[src/design/ifd_defs.svh]
// constants for the instruction field decoder
// assumes inclusion by bare name from the design files
`ifndef IFD_DEFS_SVH
`define IFD_DEFS_SVH
// instruction word field positions
`define IFD_FN_HI    15
`define IFD_FN_LO    11
`define IFD_MD_HI    10
`define IFD_MD_LO    8
`define IFD_DP_HI    7
`define IFD_DP_LO    0
`define IFD_DP_SIGN  7
// address modes
`define IFD_MD_ABS   3'h0
`define IFD_MD_REL   3'h1
// function codes
`define IFD_FN_SHIFT 5'h0C
`define IFD_FN_BLKA  5'h1C
`define IFD_FN_BLKB  5'h1D
`define IFD_FN_DADD  5'h08
`define IFD_FN_DSUB  5'h09
`define IFD_FN_MUL   5'h0A
`define IFD_FN_DIV   5'h0B
// named locations in fast storage
`define IFD_LOC_P    4'h0
`define IFD_LOC_B    4'h1
`define IFD_LOC_C    4'h2
`define IFD_LOC_G    4'h3
`define IFD_LOC_E    4'h4
`define IFD_LOC_A    4'h5
// shift descriptor: bit 3 set means no shift
`define IFD_G_NOSH   3
// reset values
`define IFD_WORD_RST 16'h0000
`endif

[src/design/_unused_placeholder_none.sv]
// intentionally empty
`timescale 1ns/1ps
`default_nettype none
`default_nettype wire

[src/design/ifd_pkg.sv]
// types for the instruction field decoder
// assumes nothing outside itself
package ifd_pkg;
	// fields held for one instruction
	typedef struct packed {
		logic [4:0] func;
		logic [2:0] mode;
		logic [7:0] disp;
	} ifd_fields_t;
	// operand access request
	typedef struct packed {
		logic        wr;
		logic [15:0] addr;
		logic [15:0] wdata;
	} ifd_opnd_t;
	// instruction sequencing
	typedef enum logic [0:0] {IFD_S_IDLE, IFD_S_EXEC} ifd_state_t;
	// core transfer handshake
	typedef enum logic [1:0] {IFD_C_IDLE, IFD_C_REQ, IFD_C_REL} ifd_core_t;
endpackage

[src/design/ifd_decoder.sv]
// instruction field decoder with fast storage and core handshake
// assumes one clock; core card answers a four-phase req/ack
//
// The implementer's own choices: strobed register access and the address map.
`include "ifd_defs.svh"
`timescale 1ns/1ps
`default_nettype none
module ifd_decoder #(
	parameter int DATA_W     = 16,
	parameter int FAST_DEPTH = 16
) (
	// clock and reset
	input  wire logic                i_clock,
	input  wire logic                i_rst_n,
	// fetched instruction
	input  wire logic                i_instr_valid,
	input  wire logic [DATA_W-1:0]   i_instr_word,
	input  wire logic [DATA_W-1:0]   i_instr_addr,
	output logic                     o_instr_ready,
	input  wire logic                i_exec_done,
	// decoded fields and flags
	output ifd_pkg::ifd_fields_t     o_fields,
	output logic [31:0]              o_func_sel,
	output logic [7:0]               o_mode_sel,
	output logic [DATA_W-1:0]        o_abs_addr,
	output logic [DATA_W-1:0]        o_rel_addr,
	output logic [DATA_W-1:0]        o_eff_addr,
	output logic                     o_disp_signed,
	output logic                     o_is_shift,
	output logic [7:0]               o_shift_sel,
	output logic                     o_no_shift,
	output logic                     o_blk_a,
	output logic                     o_blk_b,
	output logic                     o_dbl_add,
	output logic                     o_dbl_sub,
	output logic                     o_mul,
	output logic                     o_div,
	// named registers
	output logic [DATA_W-1:0]        o_prog_addr,
	output logic [DATA_W-1:0]        o_base_b,
	output logic [DATA_W-1:0]        o_base_c,
	output logic [DATA_W-1:0]        o_shift_desc,
	output logic [DATA_W-1:0]        o_ext_acc,
	output logic [DATA_W-1:0]        o_acc,
	// operand access
	input  wire logic                i_opnd_req,
	input  wire ifd_pkg::ifd_opnd_t  i_opnd,
	output logic                     o_opnd_ready,
	output logic                     o_opnd_done,
	output logic [DATA_W-1:0]        o_opnd_rdata,
	// core memory card
	output logic                     o_core_req,
	output logic                     o_core_wr,
	output logic [DATA_W-1:0]        o_core_addr,
	output logic [DATA_W-1:0]        o_core_wdata,
	input  wire logic                i_core_ack,
	input  wire logic [DATA_W-1:0]   i_core_rdata
);
	////////////////////////////////////////////////////////////////
	// elaboration check
	generate
		if (DATA_W != 16 || FAST_DEPTH != 16) begin : g_bad
			$error("ifd_decoder supports only 16-bit, 16 words");
		end
	endgenerate

	////////////////////////////////////////////////////////////////
	// helpers
	// true for an address held in fast storage
	function automatic logic is_fast(input logic [DATA_W-1:0] a);
		is_fast = (a[DATA_W-1:4] == '0);
	endfunction

	// sign extend an eight bit displacement
	function automatic logic [DATA_W-1:0] sext(input logic [7:0] d);
		sext = {{(DATA_W-8){d[`IFD_DP_SIGN]}}, d};
	endfunction

	////////////////////////////////////////////////////////////////
	// instruction hold
	ifd_pkg::ifd_state_t  st_r;          // sequencing state
	ifd_pkg::ifd_state_t  st_nxt;        // next state
	ifd_pkg::ifd_fields_t hold_r;        // held fields
	logic [DATA_W-1:0]    iaddr_r;       // instruction address
	wire                  take;          // instruction accepted
	ifd_pkg::ifd_fields_t fld_in;        // incoming fields

	assign o_instr_ready = (st_r == ifd_pkg::IFD_S_IDLE);
	assign take          = i_instr_valid && o_instr_ready;
	// split the word into its three fields
	assign fld_in.func = i_instr_word[`IFD_FN_HI:`IFD_FN_LO];
	// mode field
	assign fld_in.mode = i_instr_word[`IFD_MD_HI:`IFD_MD_LO];
	// displacement or channel
	assign fld_in.disp = i_instr_word[`IFD_DP_HI:`IFD_DP_LO];

	// state decode
	always_comb begin
		st_nxt = st_r;
		case (st_r)
			ifd_pkg::IFD_S_IDLE: begin
				if (take) begin
					st_nxt = ifd_pkg::IFD_S_EXEC;
				end
			end
			ifd_pkg::IFD_S_EXEC: begin
				if (i_exec_done) begin
					st_nxt = ifd_pkg::IFD_S_IDLE;
				end
			end
			default: st_nxt = ifd_pkg::IFD_S_IDLE;
		endcase
	end

	// latch all fields at once, hold till done
	always_ff @(posedge i_clock or negedge i_rst_n) begin
		if (!i_rst_n) begin
			st_r    <= ifd_pkg::IFD_S_IDLE;
			hold_r  <= '0;
			iaddr_r <= `IFD_WORD_RST;
		end else begin
			st_r <= st_nxt;
			if (take) begin
				hold_r  <= fld_in;
				iaddr_r <= i_instr_addr;
			end
		end
	end
	assign o_fields = hold_r;

	////////////////////////////////////////////////////////////////
	// registered decode of the incoming word
	wire [DATA_W-1:0] abs_in;            // zero extended displacement
	wire [DATA_W-1:0] rel_in;            // relative operand address
	wire              sgn_in;            // displacement signed

	// clear bits 8 to 15
	assign abs_in = {{(DATA_W-8){1'b0}}, fld_in.disp};
	// sign extend and add instruction address
	assign rel_in = i_instr_addr + sext(fld_in.disp);
	// signed for relative mode and shift counts
	assign sgn_in = (fld_in.mode == `IFD_MD_REL) ||
		(fld_in.func == `IFD_FN_SHIFT);

	always_ff @(posedge i_clock or negedge i_rst_n) begin
		if (!i_rst_n) begin
			o_func_sel    <= '0;
			o_mode_sel    <= '0;
			o_abs_addr    <= `IFD_WORD_RST;
			o_rel_addr    <= `IFD_WORD_RST;
			o_eff_addr    <= `IFD_WORD_RST;
			o_disp_signed <= 1'b0;
		end else if (take) begin
			// one select line per function
			o_func_sel    <= 32'h1 << fld_in.func;
			// one select line per mode
			o_mode_sel    <= 8'h1 << fld_in.mode;
			o_abs_addr    <= abs_in;
			o_rel_addr    <= rel_in;
			// relative mode uses the added address
			o_eff_addr    <= (fld_in.mode == `IFD_MD_REL) ?
				rel_in : abs_in;
			o_disp_signed <= sgn_in;
		end
	end

	// operation flags from the held function
	assign o_blk_a   = (hold_r.func == `IFD_FN_BLKA);
	assign o_blk_b   = (hold_r.func == `IFD_FN_BLKB);
	assign o_dbl_add = (hold_r.func == `IFD_FN_DADD);
	assign o_dbl_sub = (hold_r.func == `IFD_FN_DSUB);
	// native multiply and divide
	assign o_mul     = (hold_r.func == `IFD_FN_MUL);
	assign o_div     = (hold_r.func == `IFD_FN_DIV);
	assign o_is_shift = (hold_r.func == `IFD_FN_SHIFT);

	////////////////////////////////////////////////////////////////
	// fast storage, sixteen flip-flop words
	logic [DATA_W-1:0] fast_q [FAST_DEPTH]; // word outputs
	wire               fast_wr;          // fast write strobe
	wire               opnd_take;        // operand request taken
	wire               opnd_fast;        // request in fast range

	assign opnd_take = i_opnd_req && o_opnd_ready;
	// fast range served locally
	assign opnd_fast = opnd_take && is_fast(i_opnd.addr);
	assign fast_wr   = opnd_fast && i_opnd.wr;

	genvar g;
	generate
		for (g = 0; g < FAST_DEPTH; g++) begin : g_fast
			logic [DATA_W-1:0] loc_r;    // one location
			// p gets instruction address less one
			if (g == 0) begin : g_p
				always_ff @(posedge i_clock or negedge i_rst_n) begin
					if (!i_rst_n) begin
						loc_r <= `IFD_WORD_RST;
					end else if (take) begin
						loc_r <= i_instr_addr - 16'h0001;
					end else if (fast_wr && i_opnd.addr[3:0] == g) begin
						loc_r <= i_opnd.wdata;
					end
				end
			end else begin : g_w
				always_ff @(posedge i_clock or negedge i_rst_n) begin
					if (!i_rst_n) begin
						loc_r <= `IFD_WORD_RST;
					end else if (fast_wr && i_opnd.addr[3:0] == g) begin
						loc_r <= i_opnd.wdata;
					end
				end
			end
			assign fast_q[g] = loc_r;
		end
	endgenerate

	// named registers by location
	assign o_prog_addr  = fast_q[`IFD_LOC_P];
	assign o_base_b     = fast_q[`IFD_LOC_B];
	assign o_base_c     = fast_q[`IFD_LOC_C];
	assign o_shift_desc = fast_q[`IFD_LOC_G];
	assign o_ext_acc    = fast_q[`IFD_LOC_E];
	assign o_acc        = fast_q[`IFD_LOC_A];

	// shift variant from the descriptor
	assign o_no_shift  = o_shift_desc[`IFD_G_NOSH];
	assign o_shift_sel = (o_is_shift && !o_no_shift) ?
		(8'h1 << o_shift_desc[2:0]) : 8'h00;

	////////////////////////////////////////////////////////////////
	// operand access and core handshake
	ifd_pkg::ifd_core_t cst_r;           // core state
	ifd_pkg::ifd_core_t cst_nxt;         // next core state

	assign o_opnd_ready = (cst_r == ifd_pkg::IFD_C_IDLE);
	assign o_core_req   = (cst_r == ifd_pkg::IFD_C_REQ);

	// req held until ack, then wait for ack to fall
	always_comb begin
		cst_nxt = cst_r;
		case (cst_r)
			ifd_pkg::IFD_C_IDLE: begin
				if (opnd_take && !opnd_fast) begin
					cst_nxt = ifd_pkg::IFD_C_REQ;
				end
			end
			ifd_pkg::IFD_C_REQ: begin
				if (i_core_ack) begin
					cst_nxt = ifd_pkg::IFD_C_REL;
				end
			end
			ifd_pkg::IFD_C_REL: begin
				if (!i_core_ack) begin
					cst_nxt = ifd_pkg::IFD_C_IDLE;
				end
			end
			default: cst_nxt = ifd_pkg::IFD_C_IDLE;
		endcase
	end

	// core address, data and answer registers
	always_ff @(posedge i_clock or negedge i_rst_n) begin
		if (!i_rst_n) begin
			cst_r        <= ifd_pkg::IFD_C_IDLE;
			o_core_wr    <= 1'b0;
			o_core_addr  <= `IFD_WORD_RST;
			o_core_wdata <= `IFD_WORD_RST;
			o_opnd_done  <= 1'b0;
			o_opnd_rdata <= `IFD_WORD_RST;
		end else begin
			cst_r       <= cst_nxt;
			o_opnd_done <= opnd_fast ||
				(o_core_req && i_core_ack);
			if (opnd_take && !opnd_fast) begin
				o_core_wr    <= i_opnd.wr;
				o_core_addr  <= i_opnd.addr;
				o_core_wdata <= i_opnd.wdata;
			end
			if (opnd_fast) begin
				o_opnd_rdata <= fast_q[i_opnd.addr[3:0]];
			end else if (o_core_req && i_core_ack) begin
				o_opnd_rdata <= i_core_rdata;
			end
		end
	end
endmodule
`default_nettype wire

[config.mk]
export PLATFORM = sky130hd
export DESIGN_NAME = ifd_decoder
export DESIGN_NICKNAME = d
export VERILOG_FILES = /design/src/design/_unused_placeholder_none.sv /design/src/design/ifd_pkg.sv /design/src/design/ifd_decoder.sv
export VERILOG_INCLUDE_DIRS = /design/src /design/src/design
export SDC_FILE = /design/constraint.sdc
export NUM_CORES = 1
export LEC_CHECK = 0
export BUFFER_PORTS_ARGS = -buffer_cell sky130_fd_sc_hd__buf_2
export CAP_MARGIN = 20
export CORE_ASPECT_RATIO = 2
export CORE_MARGIN = 4
export CORE_UTILIZATION = 35
export DETAILED_ROUTE_END_ITERATION = 8
export PLACE_DENSITY_LB_ADDON = 0.12
export REMOVE_ABC_BUFFERS = 1
export SETUP_SLACK_MARGIN = 0.1
export SLEW_MARGIN = 30
export SYNTH_ARGS = -nofsm -noshare
export SYNTH_HDL_FRONTEND = slang
export SYNTH_SLANG_ARGS = --single-unit
[constraint.sdc]
create_clock -name i_clock -period 2.07 [get_ports i_clock]
set_input_delay 0.3105 -clock i_clock [delete_from_list [all_inputs] [get_ports i_clock]]
set_output_delay 0.3105 -clock i_clock [all_outputs]
set_load 0.02 [all_outputs]
After elaboration in Yosys (flattened, before gate mapping)
Index checks and enable logic that the tools add are counted.
{"block": "op_classes", "eq_ne": 29, "n_shift": 3, "n_lt_le_gt_ge": 1, "bitwise": 2, "mux": 16, "n_reduce_logical": 33, "add_sub_neg": 2}
{"cell": "$mux W16", "count": 7}
{"cell": "$bmux W16 S4", "count": 1}
{"cell": "$eq A4 B4 Y1 const B", "count": 8}
{"cell": "$shl A1 B5 Y32 const A", "count": 1}
{"cell": "$eq A5 B4 Y1 const B", "count": 6}
{"cell": "$logic_and A1 B1 Y1", "count": 23}
{"cell": "$add A16 B16 Y16", "count": 1}
{"cell": "$eq A4 B3 Y1 const B", "count": 4}
{"cell": "$shl A1 B3 Y8 const A", "count": 2}
{"cell": "$sub A16 B1 Y16 const B", "count": 1}
{"cell": "$logic_not A12 Y1", "count": 1}
{"cell": "$eq A5 B5 Y1 const B", "count": 2}
{"cell": "$eq A4 B2 Y1 const B", "count": 2}
{"cell": "$mux W8", "count": 1}
{"cell": "$mux W2", "count": 3}
{"cell": "$pmux W2 S3", "count": 1}
{"cell": "$ge A5 B5 Y1 const B", "count": 1}
{"cell": "$not A4 Y5", "count": 1}
{"cell": "$eq A4 B1 Y1 const B", "count": 1}
{"cell": "$logic_not A4 Y1", "count": 1}
{"cell": "$ne A2 B1 Y1 const B", "count": 2}
{"cell": "$reduce_bool A2 Y1", "count": 2}
{"cell": "$eq A3 B1 Y1 const B", "count": 1}
{"cell": "$reduce_and A3 Y1", "count": 1}
{"cell": "9 further kinds", "count": 12}
{"block": "totals", "inputBits": 87, "register_bits": 398, "out_inout_bits": 270}

Longest topological paths before layout
Gate-level depths: netlist of the first run.
{"block": "depth", "depth_word": 7, "ltp_mapped": 9}

Worst setup path after synthesis of the first run
No wires, ideal clock.
{"block": "synth_path", "path_type": "reg2reg", "startpoint": "register cst_r[0]", "endpoint": "register g_fast[13].loc_r[10]", "path_stages_with_launch": 9, "arrival_ns": 2.320, "required_time_ns": 1.945, "setup_ns": 0.125, "slack_ns": -0.374, "path_cell_list": "dfrtp_1 nor2_1 nand2_1 or2_4 or3b_1 buf_2 nor2_4 buf_4 mux2_2"}
{"block": "synth_via", "elab_chain_len": 5}
{"element": "start, declared", "line_no": "ifd_decoder.sv:232", "rtl": "ifd_pkg::ifd_core_t cst_r;"}
{"element": "start signal, assigned", "line_no": "ifd_decoder.sv:264", "rtl": "cst_r <= ifd_pkg::IFD_C_IDLE;"}
{"element": "start signal, assigned", "line_no": "ifd_decoder.sv:271", "rtl": "cst_r <= cst_nxt;"}
{"element": "$logic_not A2 Y1", "line_no": "ifd_decoder.sv:235", "rtl": "assign o_opnd_ready = (cst_r == ifd_pkg::IFD_C_IDLE);"}
{"element": "via o_opnd_ready", "line_no": "ifd_decoder.sv:48", "rtl": "output logic o_opnd_ready,"}
{"element": "$logic_and A1 B1 Y1", "line_no": "ifd_decoder.sv:184", "rtl": "assign opnd_take = i_opnd_req && o_opnd_ready;"}
{"element": "$logic_and A1 B1 Y1", "line_no": "ifd_decoder.sv:186", "rtl": "assign opnd_fast = opnd_take && is_fast(i_opnd.addr);"}
{"element": "$logic_and A1 B1 Y1", "line_no": "ifd_decoder.sv:187", "rtl": "assign fast_wr = opnd_fast && i_opnd.wr;"}
{"element": "$logic_and A1 B1 Y1", "line_no": "ifd_decoder.sv:208", "rtl": "end else if (fast_wr && i_opnd.addr[3:0] == g) begin"}
{"element": "end signal, assigned", "line_no": "ifd_decoder.sv:207", "rtl": "loc_r <= `IFD_WORD_RST;"}
{"element": "end signal, assigned", "line_no": "ifd_decoder.sv:209", "rtl": "loc_r <= i_opnd.wdata;"}
{"element": "end, declared", "line_no": "ifd_decoder.sv:192", "rtl": "logic [DATA_W-1:0] loc_r;"}
The timed path passes the listed nets, and every way through them passes these cells.
A chain may end at the register's enable or synchronous reset.

Final worst setup path of the first run
{"block": "layout_path", "startpoint": "register hold_r (netlist bit o_fields[11])", "endpoint": "output o_shift_sel[3]"}
{"block": "layout_via", "elab_chain_len": 3}
{"element": "start, declared", "line_no": "ifd_decoder.sv:83", "rtl": "ifd_pkg::ifd_fields_t hold_r;"}
{"element": "start signal, assigned", "line_no": "ifd_decoder.sv:124", "rtl": "hold_r <= fld_in;"}
{"element": "$eq A5 B4 Y1 (no source line)"}
{"element": "$logic_and A1 B1 Y1", "line_no": "ifd_decoder.sv:227", "rtl": "assign o_shift_sel = (o_is_shift && !o_no_shift) ?"}
{"element": "$mux W8", "line_no": "ifd_decoder.sv:227"}
{"element": "end, declared", "line_no": "ifd_decoder.sv:30", "rtl": "output logic [7:0] o_shift_sel,"}
No other way between the ends.

==> results by stage, run 1 <==
Status:
- The flow ran to the end, but the final reports show violations.
- The checks that failed: setup timing.

Logic synthesis:
- In the post-synthesis netlist, the cell with the most instances is sky130_fd_sc_hd__dfrtp_1.
- The most used flip-flop cell after synthesis is sky130_fd_sc_hd__dfrtp_1.
- Yosys printed 0 warnings.
- The synthesized design spends more area on one cell type than any other, namely sky130_fd_sc_hd__dfrtp_1.
- The async set-or-reset flop fraction in the synthesized netlist is 100%.
- In this run the cell area of the synthesized design comes to 18500 um^2.
- In the post-synthesis netlist, the biggest area contributors are sky130_fd_sc_hd__dfrtp_1 (54%), sky130_fd_sc_hd__mux2_2 (15%), sky130_fd_sc_hd__mux4_2 (9.8%), sky130_fd_sc_hd__nand2_1 (2.9%), sky130_fd_sc_hd__o21ai_0 (2.5%).
- Synthesis instantiated 64 different standard cells from the library.
- In this run the biggest area consumer among cell types represents 53.9% of the synthesized area.
- The number of flip-flops and latches in the synthesized netlist is between 300 and 400.
- Ranked by instance count, the synthesized netlist is headed by sky130_fd_sc_hd__dfrtp_1 (398), sky130_fd_sc_hd__mux2_2 (250), sky130_fd_sc_hd__nand2_1 (145).
- The number of flops mapped to enable cells by yosys is 0.
- Counting every instance in the synthesized netlist gives ~1400.
- Sequential cells were found to cover between 50% and 60% of the synthesized design area.
- The post-synthesis average cell area is 13.4 um^2.

Clock tree:
- The buffer depth of the longest clock path is 3.
- The clock input transition at the sequential cells of the worst setup and hold paths is around 0.06 ns.
- The later pin in the worst-skew pair is clocked with a latency of ~0.56 ns.
- The number of H-tree levels is 2.
- The cell sitting at the root of the clock tree is a sky130_fd_sc_hd__clkbuf_16.
- The number of clock sinks is 398.
- TritonCTS built the clock tree.
- In this run, CTS created clock tree buffers numbering 40.

Setup path:
- The biggest cell delay along the critical path is ~0.37 ns.
- The number of buffers and inverters on the critical path is 1.
- The family of cells with the greatest summed delay on the critical path is simple AND/OR/NAND/NOR gates.
- The startpoint class of the critical path is a register.
- The data arrival time of the critical path is 2.12 ns.
- Among the stages of the critical path, the cell type that occurs most often is sky130_fd_sc_hd__or3_4.
- The startpoint of the most critical register-to-register path is cst_r[1].
- The critical path is of the reg2out type.
- In this run the worst setup path terminates at o_shift_sel[3].
- The signal on the critical path passes through nand3b_1 > or3_4 > or3_4 > nor2_1 > buf_4.
- The number of cells on the critical path is 5.
- The depth of the worst register-to-register path is 10.
- In this run the worst path has a maximum fanout of 4.
- The endpoint class of the critical path is an output pin.
- The worst register-to-register path has a setup slack of -0.30 ns.
- The launch point of the critical path is o_fields[11].
- Among all stages on the critical path, the largest delay is contributed by sky130_fd_sc_hd__dfrtp_1.
- The critical register-to-register path endpoint is g_fast[10].loc_r[3].
- The required time of the critical path is 1.76 ns.

Floorplanning:
- For this design the top-level I/O count stands at ~360.
- The chip height is ~330 um.
- The region available for standard cell placement spans about 52000 um^2.
- From left edge to right edge, the die measures around 170 um.
- The die outline area is ~57000 um^2.
- The initial utilization of the core area, before any placement, comes to between 30% and 40%.
- The number of rows in the core area is 118.

Placement:
- The global placement routability congestion is about 0.81.
- Summed over all nets, the half-perimeter wirelength after detailed placement is between 40 and 50 mm.
- The count of buffers added on input and output ports is 348.
- Summing all placed instances gives a cell area of 22200 um^2.

GRT:
- The largest net degree at the start of global routing is 98.
- The via count of the first global-routing pass is approximately 14000.
- The first global-routing pass estimated around 94 mm of wire.
- The number of antenna violations at the first check in global routing was 3.
- Global routing finished with a remaining overflow of 0.
- The overall track demand over capacity in global routing is ~22%.

Layout:
- The area growth from synthesis to layout is 37.5%.
- The final instance area is 25400 um^2.
- The post-route netlist has ~54% of its cells at a drive strength greater than 1.
- In the final design database the tool counted 2003 nets.
- The final antenna diode count is 0.

Routing:
- After detailed routing, the average wire length per cell comes to between 20 and 25 um.
- The wire length after detailed routing is ~64 mm.
- After the first detailed-routing iteration, the DRC count stood at about 700.
- The total iterations of the first detailed-routing run is 5.
- The detail-routed via count per cell is 5.16.
- The count of nets left with antenna violations once routing finished came out at 0.
- In the routed design, unresolved DRC markers number 0.
- Summing over every cut layer, the via total after detailed routing is ~13000.

Power and ir drop:
- The power per cell area is 863 nW/um^2.
- VDD sags by at most 0.725 mV.
- Summed over all cells, the static leakage comes to 12.6 nW.

STA:
- The setup slack of the critical path after layout is -0.363 ns.
- The number of failing hold endpoints at the final stage was 0.
- The number of slew-limit violations in the final report came to 0.
- The tightest hold path in the finished design has a slack of between 0.02 and 0.03 ns.
- For the pin with the worst max-slew slack, the measured transition is 0.659 ns.
- The final setup skew is 0.0161 ns.
- For this run, the top clock speed supported by timing is just over 400 MHz.
- Setup repair after global routing could not meet its margin everywhere.
- The fraction of the cycle the final worst path needs is 118%.
- The post-route setup TNS is -48.29 ns.
- The headroom to the max-slew limit is around 56%.
- Setup violations remaining at the end of the flow were counted as approximately 270.
- Counting I/O delays and the setup requirement, the final critical path takes around 2.4 ns.

Min path:
- The path class of the tightest hold or removal check is in2reg.
- The startpoint identified for the worst hold timing path is i_instr_word[14].

Job:
- The tool flagged a number of max-cap violations equal to 0.
==> state kept, by name, summed over array words and instances, names as in the netlist, 2 cells and up <==
register      cells
cst_r             2
g_fast.loc_r    160
o_acc            16
o_base_b         16
o_base_c         16
o_core_addr      16
o_core_wdata     16
o_eff_addr       16
o_ext_acc        16
o_fields         16
o_func_sel       32
o_mode_sel        8
o_opnd_rdata     16
o_prog_addr      16
o_rel_addr       16
o_shift_desc     16
==> stage by stage <==
stage | utilization, % | std cells | total power, mW | setup slack, ns
2_1_floorplan | - | 1281 | 11.7 | -1.10
3_3_place_gp | 42.7 | 2458 | 14.3 | -0.706
3_5_place_dp | 42.7 | 2458 | 14.3 | -0.692
4_1_cts | 48.1 | 2581 | 22.1 | -0.388
5_1_grt | 48.9 | 2587 | 23.0 | -0.471
6_report | 48.9 | 2587 | 21.9 | -0.363
==> cells in the final DEF (no fill, tap or decap), drive strengths merged, types with 4 or more instances in the layout <==
master,n
dfrtp,398
conb,8
mux2,273
o21bai,4
o21ai,93
o22ai,8
inv,24
xor2,10
nand2b,7
mux2i,20
nor2b,5
clkinvlp,4
clkinv,5
xnor2,16
ha,16
nand2,147
nor2,54
a22oi,8
a22o,5
mux4,80
nand3,15
a31oi,4
nor4,6
or3b,4
nand3b,7
clkbuf,61
o41ai,4
a21o,6
nor3,9
or3,6
a21oi,22
dlygate4sd3,28
buf,546
==> cell type report <==
type                       instances  area (um^2)
tap                              660          826
multi-input combinational        859         8820
clock inverter                    11          119
clock buffer                      59         1190
fill                            4646        26600
sequential                       398         9960
inverter                          24          103
timing repair buffer             576         4390
==> routing by layer <==
layer	part of all wire [%]	vias up	wire length (um)	track usage (%)
li1	-	5967	-	-
met5	0.042	-	27	0
met3	4.8	95	3060	3.19
met4	3.0	4	1910	6.31
met2	54	403	34500	40.8
met1	38	6884	24600	26.0
==> worst min-delay path by stage <==
stage	depth (start not counted)	to
after floorplan	0	cst_r[0]
after global placement	1	o_func_sel[2]
after detailed placement	1	o_func_sel[2]
after CTS	3	o_fields[12]
after global routing	3	o_fields[12]
final	3	o_fields[14]
==> power by group <==
group	switching, mW	total (mW)	internal, mW
Sequential	0.520	9.12	8.60
Combinational	3.21	5.37	2.16
Clock	3.20	7.45	4.25
Total	6.93	21.9	15.0
==> timing repair <==
item / in CTS / in global routing
endpoints found under the setup margin: 287 / 288
pin swaps: 25 / 21
gates cloned: 9 / 2
endpoints found under the hold margin: 70 / 0
hold buffers: 28 / 0
buffers inserted: 18 / 7
resized for setup: 231 / 94
==> worst register-to-register path: stages, from the launching register on <==
cell and delay, ns:
sky130_fd_sc_hd__dfrtp_1 0.38, sky130_fd_sc_hd__nor2_1 0.11, sky130_fd_sc_hd__buf_4 0.15, sky130_fd_sc_hd__nand2_4 0.05
sky130_fd_sc_hd__or2_4 0.27, sky130_fd_sc_hd__or3b_4 0.45, sky130_fd_sc_hd__buf_6 0.14, sky130_fd_sc_hd__nor2_4 0.11
sky130_fd_sc_hd__buf_6 0.13, sky130_fd_sc_hd__buf_12 0.13, sky130_fd_sc_hd__mux2_4 0.31
==> cell families after synthesis <==
kind of cell               share of synthesized area [%]
DFF                                                 53.9
xor gates and xnor gates                            1.23
and+or+nand+nor                                     7.06
adders and majority gates                           1.19
other                                             0.0203
buffers and inverters                               3.59
muxes                                               27.9
AOI/OAI and AO/OA                                   5.14
Note: power is estimated with default switching activity, not from simulation.
==> run 2, diff against run 1 <==
- REMOVE_ABC_BUFFERS: 1 -> unset
==> run 2 against run 1 <==
Effect of this change:
- the flow still finishes with violations (setup timing)
- first-iteration DRC count grew 5.3%
- setup slack improved by 0.0076 ns
- non-clock buffer count is 10 lower
- flip-flop and latch count stayed put
- count of clock-buffer cells in the layout down 6
- global-route usage is 0.086 points lower
- cell count shrank 0.39%
- register-to-register slack better by 0.15 ns
- critical endpoint is now o_shift_sel[0]
- highest routed layer is now met4
==> results by stage, run 2 (synthesis results as in run 1) <==
Status:
- The flow ran to the end, but the final reports show violations.
- The final reports fail on setup timing.

Placement:
- The HPWL after detailed placement is 45.0 mm (+0.13%).
- The global placement routability congestion is 0.815 (+0.33%).
- The number of buffers inserted by port buffering is 348 (unchanged).

Min path:
- The hold path endpoint is o_opnd_rdata[12].
- The number of instances on the worst hold path is 3 (unchanged).
- The startpoint of the tightest hold check path is i_core_rdata[12].
- The classification of the worst-slack hold path is in2reg.

Layout:
- The layout filler cell count is 4648 (+0.043%).
- The largest register by flop count is g_fast.loc_r.
- The library cell used most frequently in the layout, excluding fill and tap cells, is sky130_fd_sc_hd__dfrtp_1.
- The number of flip-flops under the largest register name is 160 (unchanged).
- The largest registers in the layout are g_fast.loc_r (160), o_func_sel (32).
- The total area of multi-input combinational cells is 8770 um^2 (-0.61%).
- The ratio of cells with drive above 1 in the final layout is 53.1% (-0.55 points).
- In the layout the commonest cells are sky130_fd_sc_hd__dfrtp_1 (398), sky130_fd_sc_hd__buf_2 (332), sky130_fd_sc_hd__mux2_4 (189).
- The final antenna diode count is 0 (unchanged).
- The number of nets in the final layout is 1993 (-0.50%).
- From synthesis to final layout, the design area changed by 37.4%.
- The storage element area was 9960 um^2 (unchanged).

STA:
- The count of endpoints failing setup in the final report is 214 (-20%).
- The fraction of the cycle the final worst path needs was 117% (-0.37 points).
- The number of slew-limit violations in the final report is 0 (unchanged).
- The number of failing hold endpoints at the final stage is 0 (unchanged).
- The top achievable clock speed is 412 MHz (+0.31%).
- The worst slack on hold paths is 0.0315 ns (+0.00215 ns).
- Setup repair after global routing could not meet its margin everywhere.
- The setup slack of the critical path after layout is -0.356 ns (+0.00762 ns).
- The clock period minus worst slack is 2.43 ns (-0.00762 ns).
- The final setup skew came to 0.0123 ns (-0.00386 ns).

Setup path:
- STA classifies the critical path endpoint as an output pin.
- The slowest stage of the critical path is the sky130_fd_sc_hd__or3_4 cell.
- The most used cell along the critical path is sky130_fd_sc_hd__or3_4.
- The depth of the worst register-to-register path is 12 (+2).
- The biggest cell delay along the critical path is 0.38 ns (about the same).
- The signal on the critical path passes through nand3b_1 > or3_4 > or3_4 > nor3_4 > buf_6.
- The startpoint class of the critical path is a register.
- The critical register-to-register path endpoint is g_fast[15].loc_r[7].
- The data arrival time of the critical path is 2.12 ns (about the same).
- In this run the critical register-to-register path is launched from cst_r[1].
- The critical path in this run is classified as reg2out.
- The internal reg-to-reg setup slack is -0.15 ns (+0.15 ns).
- The required time of the critical path is 1.76 ns (about the same).
- The top fanout value on the critical path was 4 (unchanged).

Clock tree:
- The clock input transition at the sequential cells of the worst setup and hold paths is 0.06 ns (about the same).
- Clock tree synthesis selected as its root buffer the cell sky130_fd_sc_hd__clkbuf_16.
- The number of clock sinks is 398 (unchanged).
- The clock tree from TritonCTS is built.
- The TritonCTS buffer count is 40 (unchanged).
- The worst-skew pair later-pin latency is 0.56 ns (about the same).
- The buffer depth of the longest clock path is 3 (unchanged).
- The number of H-tree levels is 2 (unchanged).

Power and ir drop:
- The leakage power is 12.6 nW (+0.30%).
- The worst supply voltage drop on vdd is 0.846 mV (+17%).
- The power per cell area is 872 nW/um^2 (+1.1%).
- The total power of the final layout is 22.1 mW (+0.96%).

Floorplanning:
- The count of pins on the block boundary came to 357 (unchanged).
- The number of rows in the core area was 118 (unchanged).
- The chip height is 333 um (unchanged).
- The die outline area came to 56800 um^2 (unchanged).
- The die extent in x is 170 um (unchanged).
- The area inside the core boundary is 52000 um^2 (unchanged).
- The effective utilization at floorplan is 35.6% (unchanged).

Routing:
- The length of routed met2 wiring is 33.9 mm (-1.8%).
- The wire length after detailed routing is 62.7 mm (-2.2%).
- The post-detailed-route DRC marker count is 0 (unchanged).
- The total met3 wirelength after detailed routing is 3.34 mm (+9.2%).
- The detail-routed via count per cell is 5.18 (+0.32%).
- The starting DRC count in detailed routing is 732 (+5.3%).
- The total iterations of the first detailed-routing run is 5 (unchanged).
- The count of nets left with antenna violations after detail routing came to 0 (unchanged).
- Signal routing reaches up to met4.
- The via count of the routed design is 13300 (-0.067%).
- The detailed-route wire length on metal 1 is 23.7 mm (-3.7%).
- The detailed-route wire length per cell came to 24.3 um (-1.9%).

GRT:
- The via count of the first global-routing pass is 14500 (+0.15%).
- The largest net degree at the start of global routing is 95 (-3.1%).
- The wire length of the first global-routing pass is 94.0 mm (about the same).
- The overall track demand over capacity in global routing is 21.9% (-0.086 points).
- The number of antenna violations at the first check in global routing is 0 (-3).
- The total global routing overflow is 0 (unchanged).

Job:
- The number of max-capacitance violations reported is 0 (unchanged).
==> run 2: cell count changes in the layout (fill, tap and decap cells not counted), sizes merged <==
cell | before | now
clkbuf | 61 | 53
bufinv | 2 | 6
clkinvlp | 4 | 3
clkinv | 5 | 8
buf | 546 | 538
==> run 2: metrics by stage <==
stage / util, % / TNS, ns / setup WS (ns) / instance area [um^2] / instances
3_3_place_gp: 43.3 / -128.12 / -0.549 / 22500 / 2457
4_1_cts: 48.7 / -17.20 / -0.397 / 25300 / 2576
3_5_place_dp: 43.3 / -133.75 / -0.566 / 22500 / 2457
2_1_floorplan: - / -11.02 / -0.140 / 18800 / 1388
5_1_grt: 48.9 / -21.49 / -0.439 / 25400 / 2577
6_report: 48.9 / -14.58 / -0.356 / 25400 / 2577
==> run 2: how the worst max path moves through the flow <==
stage,cells past startpoint,endpoint,slack [ns],start
global route,5,o_shift_sel[0],-0.44,o_fields[11]
global placement,8,g_fast[6].loc_r[15],-0.55,i_opnd[21]
CTS,5,o_shift_sel[0],-0.40,o_fields[11]
floorplan,8,g_fast[13].loc_r[10],-0.14,i_opnd[26]
finish,5,o_shift_sel[0],-0.36,o_fields[11]
detailed placement,8,g_fast[14].loc_r[6],-0.57,i_opnd[21]
==> run 2: layer usage <==
metal | vias up | GRT usage (%)
li1 | 5966 | -
met1 | 6876 | 26.0
met2 | 422 | 40.4
met3 | 80 | 3.40
met4 | 0 | 6.26
met5 | - | 0
==> run 2: repair_timing <==
action | 4_1_cts | 5_1_grt
cloned | 5 | 0
pin swaps | 17 | 7
endpoints found under the hold margin | 55 | 0
endpoints found under the setup margin | 277 | 285
hold buffers | 28 | 0
buffers inserted | 17 | 2
gates resized for setup | 244 | 25
==> run 2: cell type report <==
class	instances	share of cell area (%)
clock inverter	17	1.06
clock buffer	53	4.41
tap	660	3.25
inverter	24	0.414
timing repair buffer	566	17.1
multi-input combinational	859	34.5
sequential	398	39.2
==> run 2: worst max-delay path, delay by kind of cell, from the launching register on <==
kind                   cells  cell delay (ns)
buffers and inverters      1             0.14
and+or+nand+nor            4             1.04
DFF                        1             0.37
==> run 2: power by group <==
part	leakage, nW	internal, mW	switching (mW)	total [mW]
clock	0.673	4.58	3.28	7.86
sequential	5.34	8.60	0.473	9.07
combinational	6.61	2.07	3.15	5.21
==> run 3, diff against run 2 <==
- SKIP_LAST_GASP: unset -> 1
==> run 3 against run 2 <==
Effect of this change:
- the run still ends with setup timing left
- flip-flop and latch count is the same
- count of clock-buffer cells in the layout is the same
- first-iteration DRC count shrank 9.6%
==> results by stage, run 3 (synthesis results as in run 1) <==
Status:
- The flow ran to the end, but the final reports show violations.
- The final reports fail on setup timing.

GRT:
- The via count of the first global-routing pass is 14400 (-0.47%).
- The total global routing overflow was 0 (unchanged).
- The overall track demand over capacity in global routing is 21.7% (-0.16 points).
- The largest net degree at the start of global routing was 95 (unchanged).
- The number of antenna violations at the first check in global routing is 0 (unchanged).
- The wire length of the first global-routing pass came to 93.2 mm (-0.79%).

Clock tree:
- The buffer depth of the longest clock path is 3 (unchanged).
- The tree is rooted in a sky130_fd_sc_hd__clkbuf_16.
- TritonCTS built the clock tree.
- The number of clock sinks is 398 (unchanged).
- The worst-skew pair later-pin latency was 0.57 ns (about the same).
- The number of H-tree levels is 2 (unchanged).
- The TritonCTS buffer count is 40 (unchanged).
- The clock input transition at the sequential cells of the worst setup and hold paths is 0.06 ns (about the same).

Setup path:
- The startpoint class of the critical path is a register.
- The setup path with the least slack is of type reg2out.
- STA classifies the critical path endpoint as an output pin.
- The data arrival time of the critical path is 2.12 ns (about the same).
- The required time of the critical path came to 1.76 ns (about the same).
- The top fanout value on the critical path came to 4 (unchanged).

Layout:
- The largest register by flop count is g_fast.loc_r.
- The layout filler cell count was 4668 (+0.43%).
- The ratio of cells with drive above 1 in the final layout is 53.5% (+0.42 points).
- The signed area change from the synthesized netlist to the final layout is 37.0%.
- The number of nets in the final layout is 1993 (unchanged).
- The storage element area was 9960 um^2 (unchanged).
- The final instance area is 25300 um^2 (-0.32%).
- The number of flip-flops under the largest register name is 160 (unchanged).
- The total area of multi-input combinational cells came to 8700 um^2 (-0.78%).
- In the final layout, the registers with the most flip-flops are g_fast.loc_r (160), o_func_sel (32).
- Leaving out fill and tap cells, the most frequent cells in the layout are sky130_fd_sc_hd__dfrtp_1 (398), sky130_fd_sc_hd__buf_2 (334), sky130_fd_sc_hd__mux2_4 (159).
- The share of the core filled with cells came to 48.7% (-0.15 points).
- The commonest non-fill, non-tap cell in the layout is sky130_fd_sc_hd__dfrtp_1.
- The final antenna diode count is 0 (unchanged).

STA:
- The clock period minus worst slack came to 2.43 ns (+0.00207 ns).
- The final setup skew is 0.0146 ns (+0.00230 ns).
- The count of endpoints failing setup in the final report is 209 (-2.3%).
- The number of failing hold endpoints at the final stage is 0 (unchanged).
- The number of slew-limit violations in the final report is 0 (unchanged).
- The top achievable clock speed is 412 MHz (about the same).
- Setup repair after global routing could not meet its margin everywhere.
- The post-route setup TNS is -14.94 ns (-0.357 ns).
- The fraction of the cycle the final worst path needs is 117% (about the same).
- The setup slack of the critical path after layout was -0.358 ns (-0.00207 ns).

Floorplanning:
- The count of pins on the block boundary is 357 (unchanged).
- The number of rows in the core area is 118 (unchanged).
- The die outline area was 56800 um^2 (unchanged).
- The effective utilization at floorplan is 35.6% (unchanged).
- The chip height is 333 um (unchanged).
- The area inside the core boundary is 52000 um^2 (unchanged).
- The die extent in x is 170 um (unchanged).

Power and ir drop:
- The power per cell area was 877 nW/um^2 (+0.54%).
- The leakage power came to 12.6 nW (-0.29%).
- The proportion of power drawn by the clock network came to 35.4% (about the same).
- The share of total power consumed by net switching was 31.2% (+0.079 points).
- The internal cell power is 15.3 mW (+0.10%).
- The sequential share of power is 41.0% (about the same).
- The relative contribution of combinational cells to total power came to 23.6% (about the same).
- The power dissipated by switching net loads is 6.93 mW (+0.47%).
- The total power of the final layout is 22.2 mW (+0.22%).
- The worst supply voltage drop on vdd was 0.851 mV (+0.59%).

Routing:
- The detail-routed via count per cell is 5.17 (-0.14%).
- The via count of the routed design was 13300 (-0.14%).
- The count of nets left with antenna violations after detail routing is 0 (unchanged).
- The post-detailed-route DRC marker count is 0 (unchanged).
- The starting DRC count in detailed routing is 662 (-9.6%).
- The wire length after detailed routing came to 62.7 mm (about the same).
- The total iterations of the first detailed-routing run was 5 (unchanged).
- The detailed-route wire length per cell was 24.3 um (about the same).

Placement:
- The global placement routability congestion is 0.815 (unchanged).
- The post-place setup slack came to -0.566 ns (unchanged).
- The number of buffers inserted by port buffering is 348 (unchanged).
- The HPWL after detailed placement is 45.0 mm (unchanged).
- The placed standard-cell area came to 22500 um^2 (unchanged).

Job:
- The number of max-capacitance violations reported is 0 (unchanged).

Min path:
- The min-delay analysis places its worst path in the category in2reg.
run 3: cell types whose count changed in the layout (fill, tap and decap cells not counted), moves of 2 or more:
cell                      previous run  this run
sky130_fd_sc_hd__mux2_2             84       114
sky130_fd_sc_hd__mux2_4            189       159
sky130_fd_sc_hd__o22ai_1             7         2
sky130_fd_sc_hd__o22ai_2             1         6
sky130_fd_sc_hd__a22oi_1             4         0
sky130_fd_sc_hd__a22oi_2             4         8
sky130_fd_sc_hd__o21ai_0            76        72
sky130_fd_sc_hd__o21ai_1            17        21
sky130_fd_sc_hd__buf_2             332       334
run 3: metrics by stage:
| stage | std cells | hold slack [ns] |
|---|---|---|
| finish | 2577 | 0.0323 |
| global route | 2577 | 0.0237 |
| CTS | 2576 | 0.00411 |
| detailed placement | 2457 | 0.256 |
| global placement | 2457 | 0.252 |
| floorplan | 1388 | 0.0149 |
run 3: timing repair:
action / 4_1_cts / 5_1_grt
endpoints found under the setup margin: 277 / 285
hold buffers: 28 / 0
resized for setup: 203 / 44
buffers inserted: 17 / 2
pin swaps: 17 / 8
cloned: 5 / 1
endpoints found under the hold margin: 55 / 0
run 3: critical path, cell delays in order (launching register included):
cell and delay (ns):
sky130_fd_sc_hd__dfrtp_1 0.37, sky130_fd_sc_hd__nand3b_1 0.18, sky130_fd_sc_hd__or3_4 0.35, sky130_fd_sc_hd__or3_4 0.38, sky130_fd_sc_hd__nor3_4 0.13, sky130_fd_sc_hd__buf_6 0.14
run 3: layer usage:
metal / part of all wire (%) / GRT usage (%)
met1: 38 / 25.8
met2: 54 / 40.2
met3: 5.0 / 3.30
met4: 2.7 / 6.09
met5: 0 / 0
run 3: worst paths after layout:
kind                             startpoint                  end  slack, ns  cells after the start
max                            o_fields[11]       o_shift_sel[0]      -0.36                      5
min                        i_core_rdata[12]     o_opnd_rdata[12]       0.03                      3
max reg2reg                        cst_r[1]  g_fast[15].loc_r[7]      -0.16                     12
min reg2reg                   o_rel_addr[0]        o_rel_addr[0]       0.47                      2
max in group asynchronous           i_rst_n  g_fast[13].loc_r[9]       1.04                      3
min in group asynchronous           i_rst_n          o_fields[0]       0.26                      2
run 3: cell type report:
type / instances / share of cell area (%)
clock buffers: 53 / 4.42
clock inverters: 17 / 1.06
inverters: 24 / 0.415
multi-input cells: 859 / 34.4
flip-flops and latches: 398 / 39.4
well taps: 660 / 3.26
repair buffers: 566 / 17.1
run 3: power by group through the flow:
stage	Sequential (mW)	Combinational, mW	Clock [mW]
2_1_floorplan	10.2	1.74	0
3_3_place_gp	9.19	5.07	0
3_5_place_dp	9.22	5.10	0
4_1_cts	9.08	5.23	8.10
5_1_grt	9.19	5.65	8.35
6_report	9.09	5.25	7.86
